[src/drs_map.svh]
`ifndef DRS_MAP_SVH
`define DRS_MAP_SVH
`define DRS_OFF_WAIT 12'h000
`define DRS_OFF_COAST 12'h004
`define DRS_OFF_RESET 12'h008
`define DRS_OFF_CTRL 12'h00C
`define DRS_OFF_STATUS 12'h010
`define DRS_WAIT_MIN 16'h0003
`define DRS_WAIT_MAX 16'h03E8
`define DRS_WAIT_RST 16'h000A
`define DRS_MODE_RST 8'h00
`define DRS_CTRL_RST 8'h00
`define DRS_TENTH_NS 100000000
`define DRS_CLK_NS 8
`define DRS_TENTH_CYC (`DRS_TENTH_NS / `DRS_CLK_NS)
`define DRS_CTRL_STOPSEL 0
`define DRS_CTRL_PANEL 1
`define DRS_CTRL_DIR 2
`endif

[src/drs_pkg.sv]
package drs_pkg;
  typedef enum logic [1:0] {
    START_ZERO,
    START_MATCH,
    START_PULLIN,
    START_ENCODER
  } drs_method_e;
endpackage : drs_pkg

[src/drs_timer_if.sv]
`timescale 1ns/1ps
interface drs_timer_if;
  logic start;
  logic [15:0] tenths;
  logic busy;
  logic done;
  modport ctrl (output start, output tenths, input busy, input done);
  modport tmr (input start, input tenths, output busy, output done);
endinterface : drs_timer_if

[src/drive_restart_sequencer.sv]
`timescale 1ns/1ps
`include "drs_map.svh"
// Summary of operation
// After coast input release the method comes from the coast restart mode, default zero start.
// After trip reset release the method comes from the reset restart mode, default zero start.
// In pull-in mode the output restarts by pull-in once the input is off and the wait expires.
// The wait time is programmable 0.3 s to 100.0 s in tenths, default 1.0 s.
// With reset mode pull-in, the first run after power-on also uses pull-in.
// Reset restart applies to both the reset terminal and the panel stop/reset key.
// Zero-hertz start applies no wait time.
// One setting governs both power-on start and reset release restart.
// A pull-in restart by the reset restart mode keeps the run direction latched when reset was applied.
// Loss of control supply leads to the reset release method, as power-on does.
// With panel run source, reset clears the run command and the next start uses reset mode.
// With panel run source, coast input clears the run command; the next start uses coast mode.
// With free-run stop method, dropping run coasts and the next run uses coast mode.
// Run active when coast input falls starts by the coast restart setting.
// Run active after power-on or reset release starts by the reset restart setting.
// While coast input is on or the wait runs the output is shut off.
module drive_restart_sequencer #(
  parameter int TENTH_CYC = `DRS_TENTH_CYC
) (
  input wire logic clk_sys,
  input wire logic rst_n,
  input wire logic psel,
  input wire logic penable,
  input wire logic pwrite,
  input wire logic [11:0] paddr,
  input wire logic [31:0] pwdata,
  output logic [31:0] prdata,
  output logic pready,
  output logic pslverr,
  input wire logic freeRunStopIn,
  input wire logic tripResetIn,
  input wire logic panelResetKey,
  input wire logic runCmdIn,
  input wire logic runDirIn,
  input wire logic panelRunKey,
  output logic outputEnable,
  output logic startPulse,
  output logic [1:0] startMethod,
  output logic runDir
);
  typedef enum logic [2:0] {ST_IDLE, ST_COAST, ST_WAIT, ST_RUN} drs_state_e;
  drs_state_e state_r, state_nxt;
  logic [15:0] waitTime_r;
  logic [7:0] coastMode_r, resetMode_r, ctrl_r;
  logic [2:0] mbsSync_r, rstSync_r, runSync_r, dirSync_r, panSync_r;
  logic mbs_r, rst_r, run_r, dir_r, panel_r;
  logic useReset_r, panelRun_r, latchDir_r, rstDly_r;
  logic [1:0] pendMethod_r;
  logic [31:0] prdata_r;
  logic pready_r;
  logic pslverr_r;
  logic outEn_r, startP_r;
  logic [1:0] method_r;
  logic runDir_r;
  drs_timer_if tif ();
  drs_wait_timer #(.TENTH_CYC(TENTH_CYC)) uTimer (
    .clk_sys(clk_sys),
    .rst_n(rst_n),
    .tif(tif)
  );
  // Three stages; a level change is accepted only when stages two and three agree.
  always_ff @(posedge clk_sys) begin
    if (!rst_n) begin
      mbsSync_r <= 3'h0;
      rstSync_r <= 3'h0;
      runSync_r <= 3'h0;
      dirSync_r <= 3'h0;
      panSync_r <= 3'h0;
      mbs_r <= 1'b0;
      rst_r <= 1'b0;
      run_r <= 1'b0;
      dir_r <= 1'b0;
      panel_r <= 1'b0;
    end else begin
      mbsSync_r <= {mbsSync_r[1:0], freeRunStopIn};
      rstSync_r <= {rstSync_r[1:0], tripResetIn | panelResetKey};
      runSync_r <= {runSync_r[1:0], runCmdIn};
      dirSync_r <= {dirSync_r[1:0], runDirIn};
      panSync_r <= {panSync_r[1:0], panelRunKey};
      if (mbsSync_r[1] == mbsSync_r[2]) mbs_r <= mbsSync_r[2];
      if (rstSync_r[1] == rstSync_r[2]) rst_r <= rstSync_r[2];
      if (runSync_r[1] == runSync_r[2]) run_r <= runSync_r[2];
      if (dirSync_r[1] == dirSync_r[2]) dir_r <= dirSync_r[2];
      if (panSync_r[1] == panSync_r[2]) panel_r <= panSync_r[2];
    end
  end
  // APB decode.
  wire setup = psel && !penable;
  wire access = psel && penable && pready_r;
  wire wrEn = access && pwrite;
  wire hitWait = (paddr == `DRS_OFF_WAIT);
  wire hitCoast = (paddr == `DRS_OFF_COAST);
  wire hitReset = (paddr == `DRS_OFF_RESET);
  wire hitCtrl = (paddr == `DRS_OFF_CTRL);
  wire hitStat = (paddr == `DRS_OFF_STATUS);
  wire hitAny = hitWait | hitCoast | hitReset | hitCtrl | hitStat;
  wire [15:0] wrWait = pwdata[15:0];
  wire waitOk = (wrWait >= `DRS_WAIT_MIN) && (wrWait <= `DRS_WAIT_MAX);
  wire modeOk = (pwdata[7:0] <= 8'h03);
  wire badWr = pwrite && ((hitWait && !waitOk) || ((hitCoast || hitReset) && !modeOk));
  wire stopFreeRun = ctrl_r[`DRS_CTRL_STOPSEL];
  wire panelSrc = ctrl_r[`DRS_CTRL_PANEL];
  wire [31:0] statWord = {24'h000000, 1'b0, outEn_r, useReset_r, tif.busy, state_r,
    method_r[0]};
  wire [31:0] rdMux = hitWait ? {16'h0000, waitTime_r} :
    hitCoast ? {24'h000000, coastMode_r} :
    hitReset ? {24'h000000, resetMode_r} :
    hitCtrl ? {24'h000000, ctrl_r} :
    hitStat ? statWord : 32'h00000000;
  always_ff @(posedge clk_sys) begin
    if (!rst_n) begin
      pready_r <= 1'b0;
      pslverr_r <= 1'b0;
      prdata_r <= 32'h00000000;
    end else begin
      pready_r <= setup;
      pslverr_r <= setup && (!hitAny || badWr);
      prdata_r <= (setup && !pwrite) ? rdMux : 32'h00000000;
    end
  end
  always_ff @(posedge clk_sys) begin
    if (!rst_n) begin
      waitTime_r <= `DRS_WAIT_RST;
      coastMode_r <= `DRS_MODE_RST;
      resetMode_r <= `DRS_MODE_RST;
      ctrl_r <= `DRS_CTRL_RST;
    end else if (wrEn && !pslverr_r) begin
      if (hitWait) waitTime_r <= wrWait;
      if (hitCoast) coastMode_r <= pwdata[7:0];
      if (hitReset) resetMode_r <= pwdata[7:0];
      if (hitCtrl) ctrl_r <= {5'h00, pwdata[2:0]};
    end
  end
  // Panel-sourced run is a latch; reset or coast input clears it.
  wire runActive = panelSrc ? panelRun_r : run_r;
  wire [1:0] coastM = coastMode_r[1:0];
  wire [1:0] resetM = resetMode_r[1:0];
  wire [1:0] selM = useReset_r ? resetM : coastM;
  wire needWait = (selM != drs_pkg::START_ZERO);
  wire canStart = runActive && !mbs_r && !rst_r;
  always_comb begin
    state_nxt = state_r;
    unique case (state_r)
      ST_IDLE: if (mbs_r) state_nxt = ST_COAST;
        else if (canStart) state_nxt = needWait ? ST_WAIT : ST_RUN;
      ST_COAST: if (!mbs_r) state_nxt = ST_IDLE;
      ST_WAIT: if (mbs_r) state_nxt = ST_COAST;
        else if (!runActive || rst_r) state_nxt = ST_IDLE;
        else if (tif.done) state_nxt = ST_RUN;
      ST_RUN: if (mbs_r) state_nxt = ST_COAST;
        else if (rst_r || !runActive) state_nxt = ST_IDLE;
      default: state_nxt = ST_IDLE;
    endcase
  end
  assign tif.start = (state_r != ST_WAIT) && (state_nxt == ST_WAIT);
  assign tif.tenths = waitTime_r;
  always_ff @(posedge clk_sys) begin
    if (!rst_n) begin
      state_r <= ST_IDLE;
      useReset_r <= 1'b1;
      panelRun_r <= 1'b0;
      latchDir_r <= 1'b0;
      rstDly_r <= 1'b0;
    end else begin
      state_r <= state_nxt;
      rstDly_r <= rst_r;
      if (rst_r) useReset_r <= 1'b1;
      else if (mbs_r || (stopFreeRun && state_r == ST_RUN && !runActive)) useReset_r <= 1'b0;
      else if (state_r == ST_RUN && runActive) useReset_r <= 1'b0;
      if (rst_r || mbs_r) panelRun_r <= 1'b0;
      else if (panel_r) panelRun_r <= 1'b1;
      else if (!run_r && panelSrc && state_r == ST_RUN && ctrl_r[`DRS_CTRL_DIR]) panelRun_r <= 1'b0;
      // Capture only at the onset of reset, so later direction changes cannot leak in.
      if (rst_r && !rstDly_r) latchDir_r <= dir_r;
    end
  end
  wire going = (state_nxt == ST_RUN) && (state_r != ST_RUN);
  always_ff @(posedge clk_sys) begin
    if (!rst_n) begin
      outEn_r <= 1'b0;
      startP_r <= 1'b0;
      method_r <= 2'h0;
      runDir_r <= 1'b0;
    end else begin
      outEn_r <= (state_nxt == ST_RUN);
      startP_r <= going;
      if (going) method_r <= selM;
      if (going) runDir_r <= (useReset_r && selM == drs_pkg::START_PULLIN) ? latchDir_r : dir_r;
    end
  end
  assign prdata = prdata_r;
  assign pready = pready_r;
  assign pslverr = pslverr_r;
  assign outputEnable = outEn_r;
  assign startPulse = startP_r;
  assign startMethod = method_r;
  assign runDir = runDir_r;
  int unsigned stopCnt;
  always_ff @(posedge clk_sys) begin
    if (!rst_n || !tif.busy) stopCnt <= 0;
    else stopCnt <= stopCnt + 1;
  end
  coast_off_a: assert property (@(posedge clk_sys) disable iff (!rst_n)
    mbs_r |=> ##1 !outputEnable) else $error("Output on while coasting.");
  wait_off_a: assert property (@(posedge clk_sys) disable iff (!rst_n)
    tif.busy |-> !outputEnable) else $error("Output on during wait.");
  zero_nowait_a: assert property (@(posedge clk_sys) disable iff (!rst_n)
    (startPulse && startMethod == 2'h0) |-> !$past(tif.busy, 2)) else $error("Zero start waited.");
  pull_wait_a: assert property (@(posedge clk_sys) disable iff (!rst_n)
    (startPulse && startMethod != 2'h0) |-> $past(tif.done, 1)) else $error("Start skipped wait.");
  wait_len_a: assert property (@(posedge clk_sys) disable iff (!rst_n)
    tif.busy |-> stopCnt <= 32'(waitTime_r) * TENTH_CYC) else $error("Wait overrun.");
  wait_range_a: assert property (@(posedge clk_sys) disable iff (!rst_n)
    waitTime_r >= `DRS_WAIT_MIN && waitTime_r <= `DRS_WAIT_MAX) else $error("Wait out of range.");
  reset_mode_a: assert property (@(posedge clk_sys) disable iff (!rst_n)
    rst_r |=> useReset_r) else $error("Reset mode not chosen.");
  coast_mode_a: assert property (@(posedge clk_sys) disable iff (!rst_n)
    (mbs_r && !rst_r) |=> !useReset_r) else $error("Coast mode not chosen.");
  panel_clear_a: assert property (@(posedge clk_sys) disable iff (!rst_n)
    (rst_r || mbs_r) |=> !panelRun_r) else $error("Panel run kept.");
  start_cov: cover property (@(posedge clk_sys) disable iff (!rst_n) startPulse);
  pull_cov: cover property (@(posedge clk_sys) disable iff (!rst_n)
    startPulse && startMethod == 2'h2);
  coast_cov: cover property (@(posedge clk_sys) disable iff (!rst_n) $fell(mbs_r) && runActive);
  apb_cov: cover property (@(posedge clk_sys) disable iff (!rst_n) pready && pwrite);
endmodule : drive_restart_sequencer

[src/drs_wait_timer.sv]
`timescale 1ns/1ps
`include "drs_map.svh"
module drs_wait_timer #(
  parameter int TENTH_CYC = `DRS_TENTH_CYC
) (
  input wire logic clk_sys,
  input wire logic rst_n,
  drs_timer_if.tmr tif
);
  logic [23:0] divCnt_r;
  logic [15:0] left_r;
  logic busy_r;
  logic done_r;
  wire tick = (divCnt_r == 24'(TENTH_CYC - 1));
  wire lastTick = busy_r && tick && (left_r == 16'h0001);
  assign tif.busy = busy_r;
  assign tif.done = done_r;
  always_ff @(posedge clk_sys) begin
    if (!rst_n || tif.start || !busy_r || tick) divCnt_r <= 24'h000000;
    else divCnt_r <= divCnt_r + 24'h000001;
  end
  always_ff @(posedge clk_sys) begin
    if (!rst_n) begin
      busy_r <= 1'b0;
      left_r <= 16'h0000;
      done_r <= 1'b0;
    end else begin
      done_r <= lastTick;
      if (tif.start) begin
        busy_r <= 1'b1;
        left_r <= tif.tenths;
      end else if (busy_r && tick) begin
        left_r <= left_r - 16'h0001;
        if (left_r == 16'h0001) busy_r <= 1'b0;
      end
    end
  end
endmodule : drs_wait_timer

[config.mk]
export PLATFORM = sky130hd
export DESIGN_NAME = drive_restart_sequencer
export DESIGN_NICKNAME = d
export VERILOG_FILES = /design/src/drs_pkg.sv /design/src/drs_timer_if.sv /design/src/drive_restart_sequencer.sv /design/src/drs_wait_timer.sv
export VERILOG_INCLUDE_DIRS = /design/src
export SDC_FILE = /design/constraint.sdc
export NUM_CORES = 1
export LEC_CHECK = 0
export BUFFER_PORTS_ARGS = -buffer_cell sky130_fd_sc_hd__buf_2
export CAP_MARGIN = 20
export CORE_MARGIN = 3
export CORE_UTILIZATION = 47
export DETAILED_ROUTE_END_ITERATION = 16
export PLACE_DENSITY = 0.69
export SLEW_MARGIN = 5
export SYNTH_ARGS = -nofsm -noshare
export SYNTH_HDL_FRONTEND = slang
export SYNTH_SLANG_ARGS = --single-unit
[constraint.sdc]
create_clock -name clk_sys -period 3.9 [get_ports clk_sys]
set_input_delay 0.585 -clock clk_sys [delete_from_list [all_inputs] [get_ports clk_sys]]
set_output_delay 0.585 -clock clk_sys [all_outputs]
set_load 0.005 [all_outputs]
==> metrics.md <==
| Metric | Value |
|---|---|
| Category of cells accounting for the largest share of critical-path delay | `simple AND/OR/NAND/NOR gates` |
| H-tree lvl count | `4` |
| Critical Path End | `uTimer.divCnt_r[16]` |
| Global-route total usage across every layer | `a little under a fifth` |
| Startpoint of the most critical register-to-register path | `ctrl_r[1]` |
| Post-layout net count | `between 700 and 800` |
| Post-Synthesis Cell Area | `roughly 5500 um2` |
| # IOs | `94` |
| Core ar. | `11100 um2` |
| Global-route wire length before repair | `19900 um` |
| Initial core utilization | `49.5%` |
| Number of cells produced by synthesis | `607` |
| Number of buffers inserted during clock tree synthesis | `17` |
| Number of antenna violations at the first check in global routing | `0` |
| Clk Latency, worst-skew pair | `slightly above 0.4 ns` |
| Area fraction in compound gates after synthesis | `11.3%` |
| Power Total | `~0.003 W` |
| Area of the multi-input gates | `approximately 2700 um2` |
| CTS tree | `yes` |
| Most common flop cell mapped by yosys | `sky130_fd_sc_hd__dfxtp_1` |
| Antenna Diode Count | `0` |
| Launching element type of the critical path | `flip-flop` |
| Share of layout cells above drive strength 1 | `~16%` |
| Maximum number of pins on one net before global-route repair | `56` |
| Total gr overflow | `0` |
| Maximum resistive drop on vdd | `around 0.38 mV` |
| Post-DR vias/cell | `5.38` |
| Die extent in y | `114 um` |
| Highest fanout seen on the critical path | `34` |
| Clock root buffer | `sky130_fd_sc_hd__clkbuf_16` |
| Max Transition Viols Final | `0` |
| Number of standard-cell rows in the floorplan | `38` |
| Setup-failing EPs final | `0` |
| Number of resized instances in the post-cts repair step | `0` |
| Total via count in the routed design | `between 4000 and 5000` |
| Final ANT Viol Nets | `0` |
| Number of different library cells in the post-synthesis netlist | `57` |
| Final Hold Viols | `0` |
| Worst setup path class | `reg2reg` |
| Buf/Inv on CP | `1` |
| Total negative setup slack | `0 ns` |
| Data required time of the worst path | `between 4 and 5 ns` |
| CTS hold repair buffers | `0` |
| Result of the run | `completed` |
| Worst reg2reg path endpoint | `uTimer.divCnt_r[16]` |
| Dpl hpwl | `between 8000 and 9000 um` |
| Max stage delay cell, worst path | `sky130_fd_sc_hd__or4_1` |
| Routed length per placed instance | `~14 um` |
| Average cell area after synthesis | `9.08 um2` |
| RSZ-0062 raised after global routing | `no` |
| Clock-pin slew reported for the worst setup and hold paths after clock tree synthesis | `around 0.06 ns` |
| Area growth syn-to-layout | `16.8%` |
| Dominant combinational cell family by area after synthesis | `simple AND/OR/NAND/NOR gates` |
| Number of synthesized register bits | `roughly 130` |
| Simple-gate portion of the synthesized area | `25.2%` |
| Hold WC Path Type | `in2reg` |
| Clock sinks | `127` |
| Critical path launch point | `ctrl_r[1]` |
| Vias in the first global route | `about 4200` |
| Most Frequent Cell on Critical Path | `sky130_fd_sc_hd__or4_1` |
| Max-cap check violation count | `0` |
| Worst Hold Margin | `about 0.37 ns` |
| Wirelength, routed | `roughly 12000 um` |
| 1st-iter DRT viols | `between 200 and 300` |
| Number of port buffers | `61` |
| Final cycle utilization of the critical path | `around two thirds` |
| Crit path capture type | `flip-flop` |
| Number of cells on the critical path | `6` |
| Post-synth EDFFs | `0` |
| X dimension of the die | `between 100 and 150 um` |
| YS warnings | `0` |
| Area used by sequential logic in the layout | `~2500 um2` |
| Post-synthesis share of cell area spent on full adders, half adders and majority gates | `less than 1%` |
| Clock skew after layout | `slightly above 0.006 ns` |
| Fill cell count | `between 900 and 1000` |
| Highest cell delay on the worst timing path | `0.87 ns` |
| Die area | `13100 um2` |
| Power per unit of standard cell area | `about 470 nW/um2` |
| Mux share of post-synthesis cell area | `under 10%` |
| Transition time of the tightest slew-check pin | `between 0.9 and 1 ns` |
| Residual DRC | `0` |
| Maximum number of buffers from clock root to sink | `2` |
| Cell Chain, Critical Path | `mux2i_1, or4_1, or4_1, nand4b_1, buf_4, nor2_1` |
| Portion of the post-synthesis area used by sequential elements | `between 40% and 50%` |
| Number of setup buffers added after CTS | `0` |
| Min cycle time layout | `between 2 and 3 ns` |
| Post-Synth XOR/XNOR Area | `~5.7%` |
| Number of detailed-routing iterations run before antenna repair | `5` |
| Fmax | `about 0.38 GHz` |
| Max-slew headroom at the worst pin | `35.5%` |
| Slack of the worst reg-to-reg path | `1.29 ns` |
| Post-synth ARST share | `0%` |
| Crit path arrival time | `between 2 and 3 ns` |
| Number of cells on the worst reg-to-reg path | `6` |
| Placer Congestion | `a little over 0.8` |
| Static power due to leakage | `about 2.4 nW` |
through the flow:
stage | std cells | area [um2] | utilization (%) | setup WS (ns)
after detailed placement | 780 | 5820 | 52.3 | 0.962
after CTS | 812 | 6430 | 57.8 | 1.28
after global routing | 813 | 6440 | 57.9 | 1.05
final | 813 | 6440 | 57.9 | 1.29
after global placement | 780 | 5820 | 52.3 | 0.988
after floorplan | 623 | 5570 | - | 1.21
cells in the mapped netlist (2+ instances only):
cell type,number,area [um2]
sky130_fd_sc_hd__nand2b_1,2,12.5
sky130_fd_sc_hd__mux2i_1,31,310
sky130_fd_sc_hd__dfxtp_1,127,2540
sky130_fd_sc_hd__nand2_1,57,214
sky130_fd_sc_hd__ha_1,3,37.5
sky130_fd_sc_hd__nor4b_1,2,17.5
sky130_fd_sc_hd__o21a_1,3,22.5
sky130_fd_sc_hd__or4_1,6,45.0
sky130_fd_sc_hd__nor2_1,55,206
sky130_fd_sc_hd__xor2_1,27,236
sky130_fd_sc_hd__o211ai_1,2,15.0
sky130_fd_sc_hd__inv_1,12,45.0
sky130_fd_sc_hd__o22ai_1,2,12.5
sky130_fd_sc_hd__or3_1,3,18.8
sky130_fd_sc_hd__and2_1,23,144
sky130_fd_sc_hd__o31ai_1,2,15.0
sky130_fd_sc_hd__nand3b_1,3,22.5
sky130_fd_sc_hd__o21ai_0,24,120
sky130_fd_sc_hd__nor4bb_1,3,30.0
sky130_fd_sc_hd__or2_2,3,18.8
sky130_fd_sc_hd__nand4b_1,7,61.3
sky130_fd_sc_hd__nor4_1,7,43.8
sky130_fd_sc_hd__nor2b_1,24,150
sky130_fd_sc_hd__nor4_4,2,42.5
sky130_fd_sc_hd__nand3_1,18,90.1
sky130_fd_sc_hd__buf_2,3,15.0
sky130_fd_sc_hd__nor3_1,14,70.1
sky130_fd_sc_hd__xnor2_1,9,78.8
sky130_fd_sc_hd__buf_4,16,120
sky130_fd_sc_hd__and4_1,3,26.3
sky130_fd_sc_hd__a21oi_1,26,130
sky130_fd_sc_hd__a21boi_0,22,165
sky130_fd_sc_hd__a31oi_1,2,12.5
sky130_fd_sc_hd__and3_1,3,18.8
sky130_fd_sc_hd__nand4_1,10,62.6
sky130_fd_sc_hd__a221oi_1,3,26.3
sky130_fd_sc_hd__clkbuf_1,25,93.8
sky130_fd_sc_hd__or4_4,2,22.5
sky130_fd_sc_hd__o211a_1,3,30.0
routing by layer:
| layer | vias to the layer above | share of wire, % | wire, um | GRT usage (%) |
|---|---|---|---|---|
| li1 | 2178 | - | - | - |
| met3 | 17 | 4.9 | 576 | 3.96 |
| met2 | 102 | 48 | 5580 | 30.1 |
| met4 | 0 | 1.5 | 175 | 6.97 |
| met5 | - | 0 | 0 | 0 |
| met1 | 2074 | 46 | 5310 | 24.7 |
state kept, by name, indices dropped and copies added (netlist names), 2 cells and up:
| register | flops |
|---|---|
| ctrl_r | 3 |
| mbsSync_r | 3 |
| coastMode_r | 8 |
| uTimer.left_r | 16 |
| prdata | 16 |
| dirSync_r | 3 |
| uTimer.divCnt_r | 24 |
| rstSync_r | 3 |
| state_r | 3 |
| tif.tenths | 16 |
| panSync_r | 3 |
| startMethod | 2 |
| resetMode_r | 8 |
| runSync_r | 3 |
worst min path at each step:
stage	startpoint	end	slack, ns	cells past startpoint
6_report	tripResetIn	rstSync_r[0]	0.37	2
4_1_cts	tripResetIn	rstSync_r[0]	0.36	2
3_3_place_gp	runSync_r[0]	runSync_r[1]	0.42	1
2_1_floorplan	dirSync_r[0]	dirSync_r[1]	0.41	1
5_1_grt	freeRunStopIn	mbsSync_r[0]	0.38	2
3_5_place_dp	panSync_r[0]	panSync_r[1]	0.42	1
power by group:
| part | switching, W | total [W] | internal [W] |
|---|---|---|---|
| Clock | 0.000604 | 0.00162 | 0.00101 |
| Combinational | 0.0000494 | 0.0000830 | 0.0000336 |
| Sequential | 0.00000407 | 0.00131 | 0.00131 |
cells by family (layout without fill, tap and decap cells):
group | Yosys count | after routing
buf+inv | 59 | 109
fa+ha+maj | 3 | 3
xor+xnor | 36 | 36
other cells | 1 | 17
mux | 31 | 31
compound gates | 97 | 97
simple gates | 253 | 253
flops | 127 | 127
worst reg2reg max path, stage by stage (launching register included):
cell                       delay, ns
sky130_fd_sc_hd__dfxtp_1        0.39
sky130_fd_sc_hd__mux2i_1        0.13
sky130_fd_sc_hd__or4_1          0.44
sky130_fd_sc_hd__or4_1          0.87
sky130_fd_sc_hd__nand4b_1       0.27
sky130_fd_sc_hd__buf_4          0.28
sky130_fd_sc_hd__nor2_1         0.10
cell usage in the layout, fill, tap and decap left out, types with 4 or more instances in the layout:
| master | synthesis | layout |
|---|---|---|
| sky130_fd_sc_hd__conb_1 | 1 | 17 |
| sky130_fd_sc_hd__clkinvlp_4 | 0 | 5 |
| sky130_fd_sc_hd__a21oi_1 | 26 | 26 |
| sky130_fd_sc_hd__nand2_1 | 57 | 57 |
| sky130_fd_sc_hd__a21boi_0 | 22 | 22 |
| sky130_fd_sc_hd__inv_1 | 12 | 12 |
| sky130_fd_sc_hd__nand4_1 | 10 | 10 |
| sky130_fd_sc_hd__nor3_1 | 14 | 14 |
| sky130_fd_sc_hd__nor2_1 | 55 | 55 |
| sky130_fd_sc_hd__nor2b_1 | 24 | 24 |
| sky130_fd_sc_hd__buf_2 | 3 | 61 |
| sky130_fd_sc_hd__nand4b_1 | 7 | 7 |
| sky130_fd_sc_hd__clkbuf_16 | 0 | 17 |
| sky130_fd_sc_hd__o21ai_0 | 24 | 24 |
| sky130_fd_sc_hd__xor2_1 | 27 | 27 |
| sky130_fd_sc_hd__or4_1 | 6 | 6 |
| sky130_fd_sc_hd__mux2i_1 | 31 | 31 |
| sky130_fd_sc_hd__nand3_1 | 18 | 18 |
| sky130_fd_sc_hd__and2_1 | 23 | 23 |
| sky130_fd_sc_hd__inv_6 | 0 | 4 |
| sky130_fd_sc_hd__xnor2_1 | 9 | 9 |
| sky130_fd_sc_hd__dfxtp_1 | 127 | 127 |
| sky130_fd_sc_hd__nor4_1 | 7 | 7 |
area by class of cell:
class                           instances  area share (%)
Clock inverter                         15            2.88
Tap cell                              140            2.72
Clock buffer                           17            6.61
Sequential cell                       127            39.5
Timing Repair Buffer                   64            5.05
Inverter                               13           0.758
Multi-Input combinational cell        437            42.5
(Power assumes the default switching activity.)
